--- src/common/tmr16_cfg.svh ---
`ifndef TMR16_CFG_SVH
`define TMR16_CFG_SVH

// register byte addresses
`define TMR16_A_CTRL_A    8'h00
`define TMR16_A_CTRL_B    8'h01
`define TMR16_A_CNT_L     8'h02
`define TMR16_A_CNT_H     8'h03
`define TMR16_A_CMPA_L    8'h04
`define TMR16_A_CMPA_H    8'h05
`define TMR16_A_CMPB_L    8'h06
`define TMR16_A_CMPB_H    8'h07
`define TMR16_A_CAP_L     8'h08
`define TMR16_A_CAP_H     8'h09
`define TMR16_A_FLAG      8'h0A
`define TMR16_A_MASK      8'h0B
`define TMR16_A_ACK       8'h0C

// flag and mask bit positions
`define TMR16_B_OVF       0
`define TMR16_B_CMPA      1
`define TMR16_B_CMPB      2
`define TMR16_B_CAP       3

// control b fields
`define TMR16_CB_CS_LSB   0
`define TMR16_CB_WGM_LSB  3
`define TMR16_CB_EDGE     6
`define TMR16_CB_NCANCEL  7

// fixed values
`define TMR16_BOTTOM      16'h0000
`define TMR16_MAX         16'hFFFF
`define TMR16_TOP_8       16'h00FF
`define TMR16_TOP_9       16'h01FF
`define TMR16_TOP_10      16'h03FF
`define TMR16_NC_LEN      4
`define TMR16_RST_BYTE    8'h00

`endif

--- src/common/tmr16_pkg.sv ---
package tmr16_pkg;

  typedef enum logic [2:0] {
    TMR16_SRC_STOP = 3'h0, TMR16_SRC_DIV1 = 3'h1, TMR16_SRC_DIV8 = 3'h2,
    TMR16_SRC_DIV64 = 3'h3, TMR16_SRC_DIV256 = 3'h4, TMR16_SRC_DIV1024 = 3'h5,
    TMR16_SRC_EXTF = 3'h6, TMR16_SRC_EXTR = 3'h7
  } tmr16_src_t;

  typedef enum logic [2:0] {
    TMR16_TOP_MAX = 3'h0, TMR16_TOP_F8 = 3'h1, TMR16_TOP_F9 = 3'h2,
    TMR16_TOP_F10 = 3'h3, TMR16_TOP_CMPA = 3'h4, TMR16_TOP_CAP = 3'h5
  } tmr16_topsel_t;

  typedef struct packed {
    logic [7:0] addr;
    logic [7:0] wdata;
    logic       wr;
    logic       rd;
  } tmr16_bus_t;

  typedef struct packed {
    logic cap;
    logic cmpb;
    logic cmpa;
    logic ovf;
  } tmr16_flags_t;

endpackage

--- src/rtl/tmr16_tick.sv ---
`timescale 1ns/1ps
`include "tmr16_cfg.svh"

module tmr16_tick (
  // clock and reset
  input  wire logic                 mclk,
  input  wire logic                 rst_n,
  // control
  input  wire tmr16_pkg::tmr16_src_t src,
  input  wire logic                 ext_clock_pin,
  // tick
  output logic                      timer_tick
);

  logic [9:0] pre_ff;
  logic       ext_ff;
  logic       ext_rise;
  logic       ext_fall;

  always_ff @(posedge mclk or negedge rst_n) begin
    if (!rst_n) begin
      pre_ff <= 10'h000;
    end else begin
      pre_ff <= pre_ff + 10'h001;
    end
  end

  always_ff @(posedge mclk or negedge rst_n) begin
    if (!rst_n) begin
      ext_ff <= 1'b0;
    end else begin
      ext_ff <= ext_clock_pin;
    end
  end

  assign ext_rise = ext_clock_pin & ~ext_ff;
  assign ext_fall = ~ext_clock_pin & ext_ff;

  always_comb begin
    case (src)
      tmr16_pkg::TMR16_SRC_DIV1:    timer_tick = 1'b1;
      tmr16_pkg::TMR16_SRC_DIV8:    timer_tick = (pre_ff[2:0] == 3'h7);
      tmr16_pkg::TMR16_SRC_DIV64:   timer_tick = (pre_ff[5:0] == 6'h3F);
      tmr16_pkg::TMR16_SRC_DIV256:  timer_tick = (pre_ff[7:0] == 8'hFF);
      tmr16_pkg::TMR16_SRC_DIV1024: timer_tick = (pre_ff == 10'h3FF);
      tmr16_pkg::TMR16_SRC_EXTF:    timer_tick = ext_fall;
      tmr16_pkg::TMR16_SRC_EXTR:    timer_tick = ext_rise;
      default:                      timer_tick = 1'b0;
    endcase
  end

endmodule

--- src/rtl/tmr16_capin.sv ---
`timescale 1ns/1ps
`include "tmr16_cfg.svh"

module tmr16_capin #(
  parameter int NC_LEN = `TMR16_NC_LEN
) (
  // clock and reset
  input  wire logic mclk,
  input  wire logic rst_n,
  // control
  input  wire logic sel_comp,
  input  wire logic noise_cancel,
  input  wire logic rise_edge,
  // sources
  input  wire logic capture_pin,
  input  wire logic comparator_output,
  // event
  output logic      cap_event
);

  logic [NC_LEN-1:0] hist_ff;
  logic              filt_ff;
  logic              prev_ff;
  logic              raw;
  logic              lvl;

  assign raw = sel_comp ? comparator_output : capture_pin;

  always_ff @(posedge mclk or negedge rst_n) begin
    if (!rst_n) begin
      hist_ff <= '0;
    end else begin
      hist_ff <= {hist_ff[NC_LEN-2:0], raw};
    end
  end

  // filtered level changes only after NC_LEN equal samples
  always_ff @(posedge mclk or negedge rst_n) begin
    if (!rst_n) begin
      filt_ff <= 1'b0;
    end else if (&hist_ff) begin
      filt_ff <= 1'b1;
    end else if (~|hist_ff) begin
      filt_ff <= 1'b0;
    end
  end

  assign lvl = noise_cancel ? filt_ff : hist_ff[0];

  always_ff @(posedge mclk or negedge rst_n) begin
    if (!rst_n) begin
      prev_ff <= 1'b0;
    end else begin
      prev_ff <= lvl;
    end
  end

  assign cap_event = rise_edge ? (lvl & ~prev_ff) : (~lvl & prev_ff);

endmodule

--- src/rtl/tmr16_top.sv ---
// Added by the designer: the address map and the strobed register port.
`timescale 1ns/1ps
`include "tmr16_cfg.svh"

// Notes on behaviour
// four 16-bit registers share one high holder
// low-byte write loads whole register at once
// counter or capture low-byte read copies high byte to holder
// compare reads return bytes directly, holder untouched
// cpu writes high first, reads low first
// control registers accessed directly as bytes
// counter advances on selected tick, else stops
// compares run always; match sets flag
// compare results drive both wave outputs
// selected edge stores counter into capture; code skips the store while capture is top
// capture path has noise filter
// top is fixed, compare-a or capture
// compare-a as top buffered, no pwm
// capture as top frees compare-a pwm
// zero is bottom, all ones is max
// four flags, each individually masked
// cpu counter write beats clear or count
// capture flag set with capture copy; code still sets the flag when a cpu capture low write beats the copy
// flags clear by vector ack or write-one
module tmr16_top (
  // clock and reset
  input  wire logic       mclk,
  input  wire logic       reset_n,
  // register port
  input  wire logic [7:0] reg_addr,
  input  wire logic [7:0] reg_wdata,
  input  wire logic       reg_wr,
  input  wire logic       reg_rd,
  output logic      [7:0] reg_rdata,
  // pins
  input  wire logic       ext_clock_pin,
  input  wire logic       capture_pin,
  input  wire logic       comparator_output,
  output logic            wave_out_a,
  output logic            wave_out_b,
  // interrupt
  output logic            irq
);

  ////////////////////////////////////////////////////////////////////////////
  logic [1:0]  rsync_ff;
  logic        rst_n;

  always_ff @(posedge mclk or negedge reset_n) begin
    if (!reset_n) begin
      rsync_ff <= 2'b00;
    end else begin
      rsync_ff <= {rsync_ff[0], 1'b1};
    end
  end

  assign rst_n = rsync_ff[1];

  ////////////////////////////////////////////////////////////////////////////
  tmr16_pkg::tmr16_bus_t   bus;
  tmr16_pkg::tmr16_flags_t flag_ff;
  tmr16_pkg::tmr16_flags_t mask_ff;
  tmr16_pkg::tmr16_flags_t set_ev;
  tmr16_pkg::tmr16_flags_t clr_wr;
  tmr16_pkg::tmr16_src_t   src;
  tmr16_pkg::tmr16_topsel_t topsel;
  logic [7:0]  timer_control_a_ff;
  logic [7:0]  timer_control_b_ff;
  logic [7:0]  hold_ff;
  logic [15:0] count_value_ff;
  logic [15:0] compare_a_value_ff;
  logic [15:0] compare_b_value_ff;
  logic [15:0] cmpa_buf_ff;
  logic [15:0] cmpb_buf_ff;
  logic [15:0] capture_value_ff;
  logic [15:0] top_val;
  logic [15:0] nxt_count;
  logic [7:0]  nxt_rdata;
  logic        timer_tick;
  logic        cap_event;
  logic        at_top;
  logic        at_bottom;
  logic        match_a;
  logic        match_b;
  logic        pwm_mode;
  logic        up_ff;
  logic        cnt_wr;
  logic        wave_a_ff;
  logic        wave_b_ff;
  logic [3:0]  ack;

  assign bus = '{addr: reg_addr, wdata: reg_wdata, wr: reg_wr, rd: reg_rd};
  assign cnt_wr = bus.wr && (bus.addr == `TMR16_A_CNT_L);

  // interrupt vector acknowledge: one-hot per flag, via its own write address
  assign ack = (bus.wr && bus.addr == `TMR16_A_ACK) ? bus.wdata[3:0] : 4'h0;

  assign src    = tmr16_pkg::tmr16_src_t'(timer_control_b_ff[`TMR16_CB_CS_LSB +: 3]);
  assign topsel = tmr16_pkg::tmr16_topsel_t'(timer_control_b_ff[`TMR16_CB_WGM_LSB +: 3]);
  assign pwm_mode = timer_control_a_ff[0];

  ////////////////////////////////////////////////////////////////////////////
  tmr16_tick tmr16_tick_inst (
    .mclk          (mclk),
    .rst_n         (rst_n),
    .src           (src),
    .ext_clock_pin (ext_clock_pin),
    .timer_tick    (timer_tick)
  );

  tmr16_capin #(
    .NC_LEN (`TMR16_NC_LEN)
  ) tmr16_capin_inst (
    .mclk              (mclk),
    .rst_n             (rst_n),
    .sel_comp          (timer_control_a_ff[1]),
    .noise_cancel      (timer_control_b_ff[`TMR16_CB_NCANCEL]),
    .rise_edge         (timer_control_b_ff[`TMR16_CB_EDGE]),
    .capture_pin       (capture_pin),
    .comparator_output (comparator_output),
    .cap_event         (cap_event)
  );

  ////////////////////////////////////////////////////////////////////////////
  // control registers, plain byte access
  always_ff @(posedge mclk or negedge rst_n) begin
    if (!rst_n) begin
      timer_control_a_ff <= `TMR16_RST_BYTE;
      timer_control_b_ff <= `TMR16_RST_BYTE;
    end else if (bus.wr && bus.addr == `TMR16_A_CTRL_A) begin
      timer_control_a_ff <= bus.wdata;
    end else if (bus.wr && bus.addr == `TMR16_A_CTRL_B) begin
      timer_control_b_ff <= bus.wdata;
    end
  end

  // shared high-byte holder
  always_ff @(posedge mclk or negedge rst_n) begin
    if (!rst_n) begin
      hold_ff <= `TMR16_RST_BYTE;
    end else if (bus.wr && (bus.addr == `TMR16_A_CNT_H || bus.addr == `TMR16_A_CMPA_H ||
                            bus.addr == `TMR16_A_CMPB_H || bus.addr == `TMR16_A_CAP_H)) begin
      hold_ff <= bus.wdata;
    end else if (bus.rd && bus.addr == `TMR16_A_CNT_L) begin
      hold_ff <= count_value_ff[15:8];
    end else if (bus.rd && bus.addr == `TMR16_A_CAP_L) begin
      hold_ff <= capture_value_ff[15:8];
    end
  end

  ////////////////////////////////////////////////////////////////////////////
  always_comb begin
    case (topsel)
      tmr16_pkg::TMR16_TOP_F8:   top_val = `TMR16_TOP_8;
      tmr16_pkg::TMR16_TOP_F9:   top_val = `TMR16_TOP_9;
      tmr16_pkg::TMR16_TOP_F10:  top_val = `TMR16_TOP_10;
      tmr16_pkg::TMR16_TOP_CMPA: top_val = compare_a_value_ff;
      tmr16_pkg::TMR16_TOP_CAP:  top_val = capture_value_ff;
      default:                   top_val = `TMR16_MAX;
    endcase
  end

  assign at_top    = (count_value_ff == top_val);
  assign at_bottom = (count_value_ff == `TMR16_BOTTOM);
  assign match_a   = (count_value_ff == compare_a_value_ff);
  assign match_b   = (count_value_ff == compare_b_value_ff);

  // up-counting wraps at top; pwm mode counts up and down (phase correct)
  always_comb begin
    nxt_count = count_value_ff;
    if (!pwm_mode) begin
      nxt_count = at_top ? `TMR16_BOTTOM : count_value_ff + 16'h0001;
    end else if (up_ff) begin
      nxt_count = at_top ? count_value_ff - 16'h0001 : count_value_ff + 16'h0001;
    end else begin
      nxt_count = at_bottom ? count_value_ff + 16'h0001 : count_value_ff - 16'h0001;
    end
  end

  always_ff @(posedge mclk or negedge rst_n) begin
    if (!rst_n) begin
      count_value_ff <= `TMR16_BOTTOM;
    end else if (cnt_wr) begin
      count_value_ff <= {hold_ff, bus.wdata};
    end else if (timer_tick) begin
      count_value_ff <= nxt_count;
    end
  end

  always_ff @(posedge mclk or negedge rst_n) begin
    if (!rst_n) begin
      up_ff <= 1'b1;
    end else if (!pwm_mode) begin
      up_ff <= 1'b1;
    end else if (timer_tick && !cnt_wr) begin
      if (at_top) begin
        up_ff <= 1'b0;
      end else if (at_bottom) begin
        up_ff <= 1'b1;
      end
    end
  end

  ////////////////////////////////////////////////////////////////////////////
  // compare values: cpu writes the buffer, active copy loads at top (pwm)
  always_ff @(posedge mclk or negedge rst_n) begin
    if (!rst_n) begin
      cmpa_buf_ff <= `TMR16_BOTTOM;
      cmpb_buf_ff <= `TMR16_BOTTOM;
    end else if (bus.wr && bus.addr == `TMR16_A_CMPA_L) begin
      cmpa_buf_ff <= {hold_ff, bus.wdata};
    end else if (bus.wr && bus.addr == `TMR16_A_CMPB_L) begin
      cmpb_buf_ff <= {hold_ff, bus.wdata};
    end
  end

  always_ff @(posedge mclk or negedge rst_n) begin
    if (!rst_n) begin
      compare_a_value_ff <= `TMR16_BOTTOM;
      compare_b_value_ff <= `TMR16_BOTTOM;
    end else if (!pwm_mode || (timer_tick && at_top)) begin
      compare_a_value_ff <= cmpa_buf_ff;
      compare_b_value_ff <= cmpb_buf_ff;
    end
  end

  always_ff @(posedge mclk or negedge rst_n) begin
    if (!rst_n) begin
      capture_value_ff <= `TMR16_BOTTOM;
    end else if (bus.wr && bus.addr == `TMR16_A_CAP_L) begin
      capture_value_ff <= {hold_ff, bus.wdata};
    end else if (cap_event && topsel != tmr16_pkg::TMR16_TOP_CAP) begin
      capture_value_ff <= count_value_ff;
    end
  end

  ////////////////////////////////////////////////////////////////////////////
  // waveforms: toggle on match outside pwm, set/clear on match in pwm except wave a, held low in pwm with compare-a top
  always_ff @(posedge mclk or negedge rst_n) begin
    if (!rst_n) begin
      wave_a_ff <= 1'b0;
      wave_b_ff <= 1'b0;
    end else if (timer_tick) begin
      if (topsel == tmr16_pkg::TMR16_TOP_CMPA && pwm_mode) begin
        wave_a_ff <= 1'b0;
      end else if (match_a) begin
        wave_a_ff <= pwm_mode ? up_ff : ~wave_a_ff;
      end
      if (match_b) begin
        wave_b_ff <= pwm_mode ? up_ff : ~wave_b_ff;
      end
    end
  end

  assign wave_out_a = wave_a_ff;
  assign wave_out_b = wave_b_ff;

  ////////////////////////////////////////////////////////////////////////////
  assign set_ev.ovf  = timer_tick && !cnt_wr && (pwm_mode ? at_bottom : at_top);
  assign set_ev.cmpa = timer_tick && match_a;
  assign set_ev.cmpb = timer_tick && match_b;
  assign set_ev.cap  = cap_event && topsel != tmr16_pkg::TMR16_TOP_CAP;
  assign clr_wr = (bus.wr && bus.addr == `TMR16_A_FLAG) ? bus.wdata[3:0] : 4'h0;

  // set wins over clear
  always_ff @(posedge mclk or negedge rst_n) begin
    if (!rst_n) begin
      flag_ff <= '0;
    end else begin
      flag_ff <= set_ev | (flag_ff & ~(clr_wr | ack));
    end
  end

  always_ff @(posedge mclk or negedge rst_n) begin
    if (!rst_n) begin
      mask_ff <= '0;
    end else if (bus.wr && bus.addr == `TMR16_A_MASK) begin
      mask_ff <= bus.wdata[3:0];
    end
  end

  assign irq = |(flag_ff & mask_ff);

  ////////////////////////////////////////////////////////////////////////////
  always_comb begin
    nxt_rdata = 8'h00;
    if (bus.addr == `TMR16_A_CTRL_A) begin
      nxt_rdata = timer_control_a_ff;
    end else if (bus.addr == `TMR16_A_CTRL_B) begin
      nxt_rdata = timer_control_b_ff;
    end else if (bus.addr == `TMR16_A_CNT_L) begin
      nxt_rdata = count_value_ff[7:0];
    end else if (bus.addr == `TMR16_A_CNT_H || bus.addr == `TMR16_A_CAP_H) begin
      nxt_rdata = hold_ff;
    end else if (bus.addr == `TMR16_A_CMPA_L) begin
      nxt_rdata = compare_a_value_ff[7:0];
    end else if (bus.addr == `TMR16_A_CMPA_H) begin
      nxt_rdata = compare_a_value_ff[15:8];
    end else if (bus.addr == `TMR16_A_CMPB_L) begin
      nxt_rdata = compare_b_value_ff[7:0];
    end else if (bus.addr == `TMR16_A_CMPB_H) begin
      nxt_rdata = compare_b_value_ff[15:8];
    end else if (bus.addr == `TMR16_A_CAP_L) begin
      nxt_rdata = capture_value_ff[7:0];
    end else if (bus.addr == `TMR16_A_FLAG) begin
      nxt_rdata = {4'h0, flag_ff};
    end else if (bus.addr == `TMR16_A_MASK) begin
      nxt_rdata = {4'h0, mask_ff};
    end
  end

  always_ff @(posedge mclk or negedge rst_n) begin
    if (!rst_n) begin
      reg_rdata <= 8'h00;
    end else if (bus.rd) begin
      reg_rdata <= nxt_rdata;
    end else begin
      reg_rdata <= 8'h00;
    end
  end

  ////////////////////////////////////////////////////////////////////////////
  a_cnt_write: assert property (@(posedge mclk) disable iff (!rst_n)
    cnt_wr |=> count_value_ff == {$past(hold_ff), $past(bus.wdata)})
    else $error("counter low write did not load both bytes");

  a_hold_read: assert property (@(posedge mclk) disable iff (!rst_n)
    (bus.rd && bus.addr == `TMR16_A_CNT_L) |=> hold_ff == $past(count_value_ff[15:8]))
    else $error("holder not loaded on low read");

  a_cmp_hold: assert property (@(posedge mclk) disable iff (!rst_n)
    (bus.rd && bus.addr == `TMR16_A_CMPA_H) |=> $stable(hold_ff)
    && reg_rdata == $past(compare_a_value_ff[15:8]))
    else $error("compare read touched holder");

  a_ctrl_wr: assert property (@(posedge mclk) disable iff (!rst_n)
    (bus.wr && bus.addr == `TMR16_A_CTRL_B) |=> timer_control_b_ff == $past(bus.wdata))
    else $error("control write lost");

  a_stop_cnt: assert property (@(posedge mclk) disable iff (!rst_n)
    (src == tmr16_pkg::TMR16_SRC_STOP && !cnt_wr) ##1 !$past(cnt_wr)
    |-> $stable(count_value_ff))
    else $error("counter moved with no source");

  a_cap_flag: assert property (@(posedge mclk) disable iff (!rst_n)
    set_ev.cap |=> flag_ff.cap && capture_value_ff == $past(count_value_ff))
    else $error("capture flag and value not together");

  a_cmp_flag: assert property (@(posedge mclk) disable iff (!rst_n)
    set_ev.cmpa |=> flag_ff.cmpa)
    else $error("compare a flag missed");

  a_flag_clr: assert property (@(posedge mclk) disable iff (!rst_n)
    (clr_wr[`TMR16_B_OVF] && !set_ev.ovf) |=> !flag_ff.ovf)
    else $error("overflow flag not cleared");

  a_irq_mask: assert property (@(posedge mclk) disable iff (!rst_n)
    irq == |(flag_ff & mask_ff))
    else $error("irq does not follow masked flags");

endmodule

--- config.mk ---
export PLATFORM = sky130hd
export DESIGN_NAME = tmr16_top
export DESIGN_NICKNAME = d
export VERILOG_FILES = /design/src/common/tmr16_pkg.sv /design/src/rtl/tmr16_tick.sv /design/src/rtl/tmr16_capin.sv /design/src/rtl/tmr16_top.sv
export VERILOG_INCLUDE_DIRS = /design/src /design/src/common
export SDC_FILE = /design/constraint.sdc
export NUM_CORES = 1
export LEC_CHECK = 0
export ABC_AREA = 1
export BUFFER_PORTS_ARGS = -buffer_cell sky130_fd_sc_hd__buf_2
export CAP_MARGIN = 0
export CELL_PAD_IN_SITES_DETAIL_PLACEMENT = 1
export CELL_PAD_IN_SITES_GLOBAL_PLACEMENT = 2
export CORE_ASPECT_RATIO = 1.5
export CORE_MARGIN = 2
export CORE_UTILIZATION = 30
export DETAILED_ROUTE_END_ITERATION = 6
export GPL_TIMING_DRIVEN = 0
export PLACE_DENSITY = 0.73
export SKIP_LAST_GASP = 1
export SYNTH_ARGS = -nofsm -noshare
export SYNTH_HDL_FRONTEND = slang
export SYNTH_SLANG_ARGS = --single-unit
export TNS_END_PERCENT = 100
--- constraint.sdc ---
create_clock -name mclk -period 5.2 [get_ports mclk]
set_clock_uncertainty 0.05 [all_clocks]
set_input_delay 0 -clock mclk [delete_from_list [all_inputs] [get_ports mclk]]
set_output_delay 0 -clock mclk [all_outputs]
set_load 0.05 [all_outputs]
==> PnR_summary.wiki, run 1 <==
{| class="wikitable"
! Metric !! Value
|-
| Clock Pin Slew Worst Setup and Hold Paths || ~60 ps
|-
| Maximum VDD drop || ~0.26 mV
|-
| Routed vias || between 8000 and 9000
|-
| Core area || 29400 sq um
|-
| Maximum fanout encountered on the critical timing path || 10
|-
| Slew Limit Fails || 0
|-
| Proportion of synthesized chip area in sequential cells || 0.444
|-
| Critical Path End || compare_a_value_ff[11]$_DFFE_PN0P_
|-
| Setup CP Type || flop to flop
|-
| Level count of the clock H-tree || 4
|-
| Post-Synthesis Cells || between 1000 and 1500
|-
| Setup crit end kind || flop
|-
| Routed via count divided by cell count || slightly above 5
|-
| Net count, final || 1281
|-
| Cell with the most instances after synthesis || sky130_fd_sc_hd__nand2_1
|-
| Max transition margin || 0.428
|-
| Area occupied by multi-input gates || approximately 4200 sq um
|-
| Total DRC errors in the routed layout || 0
|-
| Total Die Area || around 31000 sq um
|-
| Post-layout minimum cycle time || between 3000 and 4000 ps
|-
| Reg area || between 3000 and 4000 sq um
|-
| CTS tree || built
|-
| Tcrit/Tclk final || 0.616
|-
| CTS sink count || ~160
|-
| Number of antenna-violating nets in the routed design || 0
|-
| Tightest Hold Check Type || primary input to flop
|-
| Number of port buffers || 32
|-
| Worst path arrival time || roughly 3500 ps
|-
| Required time reported for the critical path endpoint || roughly 5500 ps
|-
| Depth of the worst register-to-register path || 17
|-
| Final hold violation count || 0
|-
| Top flip-flop cell by instance count after synthesis || sky130_fd_sc_hd__dfrtp_1
|-
| Largest area contributor in the netlist || sky130_fd_sc_hd__dfrtp_1
|-
| Routed wire length per instance || about 22 um
|-
| Clock latency reported for the late side of the worst-skew pair || about 450 ps
|-
| Initial Util || 0.303
|-
| Setup Slack @ Placement || between 1500 and 2000 ps
|-
| Cell area after synthesis || 8900 sq um
|-
| Max-capacitance violation count || 0
|-
| Hold Crit Depth || 6
|-
| Routability Congestion || approximately 0.94
|-
| Area growth syn-to-layout || 15.7%
|-
| Nets in the synthesized netlist || between 1000 and 1500
|-
| Number of global-route vias before repair || ~9200
|-
| Initial antenna violation count || 0
|-
| # rows || a little under 80
|-
| Mapped Avg Cell Area || around 7.5 sq um
|-
| Distinct cell type count after synthesis || 39
|-
| Die H || 215 um
|-
| Outcome || completed
|-
| Kind of launch point of the worst setup path || flop
|-
| Maximum operating frequency || 312 MHz
|-
| Total iterations of the first detailed-routing run || 4
|-
| Pwr/cell area || around 410 nW/um^2
|-
| Placed wire-length estimate after detailed placement || between 20000 and 30000 um
|-
| Post-synth EDFFs || 0
|-
| Global-route wire length before repair || 56000 um
|-
| Routed wire length || between 30000 and 40000 um
|-
| Slack of the critical path || roughly 2000 ps
|-
| CTS Root Buffer Type || sky130_fd_sc_hd__clkbuf_16
|-
| DRC marker count from the first detailed-route iteration || ~400
|-
| Maximum number of pins on one net before global-route repair || 44
|-
| Crit path from || timer_control_b_ff[5]$_DFFE_PN0P_
|-
| Setup slack, reg-to-reg || approximately 2000 ps
|-
| DIE WIDTH || approximately 140 um
|-
| Top post-synthesis cells by count || sky130_fd_sc_hd__nand2_1 (340), sky130_fd_sc_hd__dfrtp_1 (157), sky130_fd_sc_hd__inv_1 (133)
|-
| Final number of setup-violating endpoints || 0
|-
| Flip-flop and latch count after synthesis || approximately 160
|-
| Fraction of layout cells with a size suffix above 1 || 0.0767
|-
| Warning count from the yosys run || 0
|-
| Worst reg2reg path endpoint || compare_a_value_ff[11]$_DFFE_PN0P_
|-
| Maximum count of clock buffers along a single path || 2
|-
| Number of buffers added by the clock tree synthesis step || 17
|-
| Top cells by area, synth || sky130_fd_sc_hd__dfrtp_1 (44%), sky130_fd_sc_hd__nand2_1 (14%), sky130_fd_sc_hd__o21ai_0 (7.1%)
|-
| # IOs || 34
|-
| Setup repair after global routing missed its margin || no
|-
| Share of the synthesized area in the top cell type || 0.441
|-
| Startpoint of the most critical register-to-register path || timer_control_b_ff[5]$_DFFE_PN0P_
|-
| Final Power || 4.20 mW
|-
| Leakage power of the design || 4.66 nW
|-
| Count of filler cells inserted in the layout || around 3600
|-
| Share of flip-flops with an asynchronous set or reset || 1.00
|-
| Residual overflow from global routing || 0
|-
| Slew at the pin with the worst max-slew slack || around 850 ps
|-
| Total routing resource utilization after global routing || 0.247
|}
==> power breakdown <==
part	internal [mW]	switching [mW]	leakage, nW
combinational	0.414	0.964	2.28
sequential	1.39	0.130	2.09
clock	0.738	0.559	0.288
==> cell usage in the layout (no fill, tap or decap), drive strengths merged <==
cell type    count
buf             52
nor3            14
nand2          341
nor2            58
dfstp            1
a22oi            1
diode            1
nor4             4
o2111ai          2
dfrtp          157
a21oi           31
o221ai          18
nand3           93
ha               6
and3             2
a211oi           1
a31oi            1
a221oi           1
mux2             1
clkinv           9
nand4           45
inv            140
clkinvlp         1
clkbuf          58
xor2            34
xnor2           16
dlygate4sd3      7
bufinv           2
o211ai          12
o22ai           20
o21ai          131
nand3b           4
or2              1
conb             1
==> flip-flops by register name (all words and copies together), names as in the netlist <==
signal                    cells
tmr16_capin_inst.prev_ff      1
timer_control_b_ff            8
wave_out_b                    1
tmr16_tick_inst.ext_ff        1
tmr16_tick_inst.pre_ff       10
wave_out_a                    1
up_ff                         1
tmr16_capin_inst.hist_ff      4
cmpa_buf_ff                  16
flag_ff                       4
capture_value_ff             16
cmpb_buf_ff                  16
compare_b_value_ff           16
timer_control_a_ff            8
reg_rdata                     8
hold_ff                       8
count_value_ff               16
rsync_ff                      2
tmr16_capin_inst.filt_ff      1
mask_ff                       4
compare_a_value_ff           16
==> cell families (layout without fill, tap and decap cells) <==
family          Yosys count  count (layout)  share of synthesized area
compound gates          218             218                      0.140
xor+xnor                 50              50                     0.0492
fa+ha+maj                 6               6                    0.00843
buf+inv                 195             269                     0.0867
flops                   158             158                      0.444
mux                       1               1                    0.00127
other cells               1               2                   0.000421
simple gates            562             562                      0.270
==> stage by stage <==
stage / setup TNS, ps / area (sq um) / std cells / hold slack, ps / utilization
2_1_floorplan: 0 / 8900 / 1191 / -346 / -
6_report: 0 / 10300 / 1661 / 43.2 / 0.350
3_3_place_gp: -284770 / 9560 / 1618 / -264 / 0.325
5_1_grt: 0 / 10300 / 1660 / 46.4 / 0.350
4_1_cts: 0 / 10300 / 1660 / 28.5 / 0.350
3_5_place_dp: 0 / 9630 / 1621 / -261 / 0.328
==> how the worst min path moves through the flow <==
stage	start	to	slack, ps
4_1_cts	reg_wdata[7]	timer_control_b_ff[7]$_DFFE_PN0P_	30
6_report	reg_addr[2]	flag_ff[3]$_DFF_PN0_	40
3_5_place_dp	reset_n	rsync_ff[1]$_DFF_PN0_	-260
2_1_floorplan	reset_n	rsync_ff[0]$_DFF_PN0_	-350
3_3_place_gp	reset_n	rsync_ff[0]$_DFF_PN0_	-260
5_1_grt	reg_wdata[7]	cmpa_buf_ff[7]$_DFFE_PN0P_	50
==> critical path, stage by stage, from the launching register on <==
cell,delay [ps]
sky130_fd_sc_hd__dfrtp_1,330
sky130_fd_sc_hd__buf_4,200
sky130_fd_sc_hd__inv_2,70
sky130_fd_sc_hd__ha_1,310
sky130_fd_sc_hd__nor2_1,100
sky130_fd_sc_hd__nand2_1,80
sky130_fd_sc_hd__inv_2,120
sky130_fd_sc_hd__buf_4,180
sky130_fd_sc_hd__nand3_1,80
sky130_fd_sc_hd__nand2_1,60
sky130_fd_sc_hd__nand2_1,60
sky130_fd_sc_hd__nor2_1,130
sky130_fd_sc_hd__nand2_1,80
sky130_fd_sc_hd__nor2_2,220
sky130_fd_sc_hd__nand2_2,240
sky130_fd_sc_hd__o21ai_4,350
sky130_fd_sc_hd__clkbuf_2,290
sky130_fd_sc_hd__o21ai_0,110
==> final cells by class <==
cell class	instances	area share
Sequential cell	158	0.384
Inverter	141	0.0514
Tap cell	395	0.0480
Antenna cell	1	0.000243
Clock inverter	11	0.0126
Clock buffer	21	0.0447
Timing Repair Buffer	42	0.0296
Multi-Input combinational cell	838	0.405
Buffer	54	0.0236
==> layer usage <==
layer / vias up / wire length (um) / GRT usage
met3: 69 / 939 / 0.0352
met1: 4168 / 13700 / 0.268
met5: - / 0 / 0
met4: 0 / 2090 / 0.139
li1: 4053 / - / -
met2: 142 / 19600 / 0.452
==> what timing repair did <==
item                      CTS  global route
hold endpoints to repair   12             0
gates resized for setup     0             0
buffers inserted            0             0
hold buffers                7             0
Power figures use the tool's default switching activity.
==> run 2, diff against run 1 <==
==> constraint.sdc (replaced) <==
create_clock -name mclk -period 3.1 [get_ports mclk]
set_clock_uncertainty 0.05 [all_clocks]
set_input_delay 0 -clock mclk [delete_from_list [all_inputs] [get_ports mclk]]
set_output_delay 0 -clock mclk [all_outputs]
set_load 0.05 [all_outputs]
==> run 2 against run 1 <==
Compared with the run above:
- via count up 1.9%
- clock-buffer cell count down 2
- die area unchanged
- sequential cell count unchanged
- total power up 64%
- global-route usage down 0.052 points
- design area up 0.23%
- clock power up 53%
- register-to-register slack worse by 1900 ps
- critical path depth down 9
- non-clock buffer count up 1
- sequential share of layout area down 0.088 points
- highest routed layer unchanged
==> PnR_summary.wiki, run 2 (synthesis results as in run 1) <==
{| class="wikitable"
! Metric !! Value
|-
| Outcome || completed (unchanged)
|-
| Worst hold slack || 14.8 ps (was 43.2 ps)
|-
| Int Power || 4.08 mW (was 2.55 mW)
|-
| Startpoint of the most critical register-to-register path || timer_control_b_ff[4]$_DFFE_PN0P_ (was timer_control_b_ff[5]$_DFFE_PN0P_)
|-
| Core area || 29400 sq um (unchanged)
|-
| Residual overflow from global routing || 0 (unchanged)
|-
| Net count, final || 1282 (was 1281)
|-
| Setup repair after global routing missed its margin || no (unchanged)
|-
| Leakage power of the design || 4.66 nW (about the same)
|-
| DIE WIDTH || 145 um (unchanged)
|-
| Clock Pin Slew Worst Setup and Hold Paths || 70 ps (was 60 ps)
|-
| Pwr/cell area || 667 nW/um^2 (was 408 nW/um^2)
|-
| Setup CP Type || flop to flop (unchanged)
|-
| Hold_sp || reg_wdata[7] (was reg_addr[2])
|-
| Placed wire-length estimate after detailed placement || 28000 um (was 28300 um)
|-
| Worst reg2reg path endpoint || capture_value_ff[13]$_DFFE_PN0P_ (was compare_a_value_ff[11]$_DFFE_PN0P_)
|-
| # rows || 77 (unchanged)
|-
| Routed vias || 8589 (was 8432)
|-
| Post-layout minimum cycle time || 2980 ps (was 3200 ps)
|-
| Slew Limit Fails || 0 (unchanged)
|-
| Max transition margin || 0.471 (was 0.428)
|-
| Level count of the clock H-tree || 4 (unchanged)
|-
| Number of buffers added by the clock tree synthesis step || 17 (unchanged)
|-
| Hold Crit Depth || 3 (was 6)
|-
| Kind of launch point of the worst setup path || flop (unchanged)
|-
| Maximum count of clock buffers along a single path || 2 (unchanged)
|-
| Routability Congestion || 0.934 (was 0.940)
|-
| Routed wire length || 36100 um (was 36300 um)
|-
| Routed wire length per instance || 21.7 um (was 21.9 um)
|-
| End-of-flow core utilization || 0.351 (was 0.350)
|-
| Routed via count divided by cell count || 5.17 (was 5.08)
|-
| Clock power frac || 0.289 (was 0.309)
|-
| Setup crit end kind || flop (unchanged)
|-
| Maximum operating frequency || 336 MHz (was 312 MHz)
|-
| Non-filler cells in the finished layout || 1661 (unchanged)
|-
| Final hold violation count || 0 (unchanged)
|-
| Area after detailed placement || 9610 sq um (was 9630 sq um)
|-
| Clock latency reported for the late side of the worst-skew pair || 460 ps (was 450 ps)
|-
| Cells after DPL || 1620 (was 1621)
|-
| Post-layout instance area || 10300 sq um (about the same)
|-
| Terminating pin of the worst hold path || timer_control_b_ff[7]$_DFFE_PN0P_ (was flag_ff[3]$_DFF_PN0_)
|-
| Setup slack, reg-to-reg || 120 ps (was 2000 ps)
|-
| Leading cell type in the layout, fill and taps excluded || sky130_fd_sc_hd__nand2_1 (unchanged)
|-
| Global-route wire length before repair || 55900 um (was 56000 um)
|-
| Total DRC errors in the routed layout || 0 (unchanged)
|-
| Final Power || 6.89 mW (was 4.20 mW)
|-
| Maximum number of pins on one net before global-route repair || 56 (was 44)
|-
| Number of global-route vias before repair || 9240 (was 9172)
|-
| Final number of setup-violating endpoints || 0 (unchanged)
|-
| Commonest cells after routing, fill and taps aside || sky130_fd_sc_hd__nand2_1 (339), sky130_fd_sc_hd__dfrtp_1 (156), sky130_fd_sc_hd__inv_1 (132) (was sky130_fd_sc_hd__nand2_1 (340), sky130_fd_sc_hd__dfrtp_1 (156), sky130_fd_sc_hd__inv_1 (133))
|-
| Depth of the worst register-to-register path || 8 (was 17)
|-
| Area growth syn-to-layout || 16.0% (was 15.7%)
|-
| CTS sink count || 158 (unchanged)
|-
| Max-capacitance violation count || 0 (unchanged)
|-
| Number of port buffers || 32 (unchanged)
|-
| Required time reported for the critical path endpoint || 3370 ps (was 5480 ps)
|-
| Total routing resource utilization after global routing || 0.247 (about the same)
|-
| Total Die Area || 31100 sq um (unchanged)
|-
| Maximum fanout encountered on the critical timing path || 10 (unchanged)
|-
| Initial Util || 0.303 (unchanged)
|-
| Seq pwr share || 0.376 (was 0.363)
|-
| CTS tree || built (unchanged)
|-
| Worst path arrival time || 3240 ps (was 3480 ps)
|-
| # IOs || 34 (unchanged)
|-
| Tightest Hold Check Type || primary input to flop (unchanged)
|-
| Initial antenna violation count || 0 (unchanged)
|-
| Maximum VDD drop || 0.431 mV (was 0.262 mV)
|-
| CTS Root Buffer Type || sky130_fd_sc_hd__clkbuf_16 (unchanged)
|-
| Total iterations of the first detailed-routing run || 5 (was 4)
|-
| Diodes inserted || 0 (was 1)
|-
| Share of total power in combinational logic || 0.335 (was 0.328)
|-
| DRC marker count from the first detailed-route iteration || 404 (was 409)
|-
| Die H || 215 um (unchanged)
|-
| Switch share || 0.408 (was 0.394)
|-
| Tcrit/Tclk final || 0.961 (was 0.616)
|-
| Net Switching || 2.81 mW (was 1.65 mW)
|-
| Slew at the pin with the worst max-slew slack || 793 ps (was 855 ps)
|-
| Number of antenna-violating nets in the routed design || 0 (unchanged)
|-
| Fraction of layout cells with a size suffix above 1 || 0.0845 (was 0.0767)
|}
run 2: stage by stage:
| step | setup slack [ps] | setup TNS, ps |
|---|---|---|
| 6_report | 122 | 0 |
| 3_3_place_gp | -812 | -130780 |
| 4_1_cts | 7.71 | 0 |
| 5_1_grt | 9.33 | 0 |
| 2_1_floorplan | 434 | 0 |
| 3_5_place_dp | -188 | -6490 |
run 2: layout make-up:
type | count | area (sq um)
Sequential cell | 158 | 3960
Fill cell | 3632 | 19100
Inverter | 141 | 529
Clock inverter | 13 | 105
Clock buffer | 19 | 433
Buffer | 53 | 256
Timing Repair Buffer | 44 | 333
Multi-Input combinational cell | 838 | 4210
Tap cell | 395 | 494
run 2: power by group through the flow:
stage | Clock (mW) | Combinational (mW) | Sequential [mW]
5_1_grt | 2.11 | 2.57 | 2.63
3_3_place_gp | 0 | 2.23 | 2.61
4_1_cts | 2.04 | 2.29 | 2.59
2_1_floorplan | 0 | 1.52 | 2.53
3_5_place_dp | 0 | 2.30 | 2.59
6_report | 1.99 | 2.30 | 2.59
run 2: how the worst max path moves through the flow:
| stage | endpoint | slack (ps) | from |
|---|---|---|---|
| after floorplan | capture_value_ff[0]$_DFFE_PN0P_ | 430 | rsync_ff[1]$_DFF_PN0_ |
| after global placement | mask_ff[0]$_DFFE_PN0P_ | -810 | rsync_ff[1]$_DFF_PN0_ |
| after detailed placement | compare_b_value_ff[12]$_DFFE_PN0P_ | -190 | timer_control_b_ff[5]$_DFFE_PN0P_ |
| after CTS | compare_b_value_ff[12]$_DFFE_PN0P_ | 8 | timer_control_b_ff[5]$_DFFE_PN0P_ |
| after global routing | count_value_ff[12]$_DFFE_PN0P_ | 9 | timer_control_b_ff[5]$_DFFE_PN0P_ |
| final | capture_value_ff[13]$_DFFE_PN0P_ | 120 | timer_control_b_ff[4]$_DFFE_PN0P_ |
run 2: worst max-delay path, cell delays in order, from the launching register on:
cell and delay, ps:
sky130_fd_sc_hd__dfrtp_1 540, sky130_fd_sc_hd__inv_2 180, sky130_fd_sc_hd__buf_2 230, sky130_fd_sc_hd__nand3_1 110, sky130_fd_sc_hd__o21ai_0 110, sky130_fd_sc_hd__nor2_2 460, sky130_fd_sc_hd__clkinv_1 530, sky130_fd_sc_hd__nand2_1 440
sky130_fd_sc_hd__o221ai_1 160
run 2: what timing repair did:
item	4_1_cts	5_1_grt
setup buffers	2	1
hold endpoints to repair	13	0
setup endpoints to repair	53	45
hold buffers	7	0
gates resized for setup	6	16
pin swaps	1	1
run 2: layer usage:
| layer | part of all wire | vias to the layer above | track usage |
|---|---|---|---|
| met2 | 0.54 | 139 | 0.452 |
| li1 | - | 4064 | - |
| met5 | 0 | - | 0 |
| met4 | 0.059 | 0 | 0.130 |
| met3 | 0.021 | 83 | 0.0374 |
| met1 | 0.38 | 4303 | 0.269 |
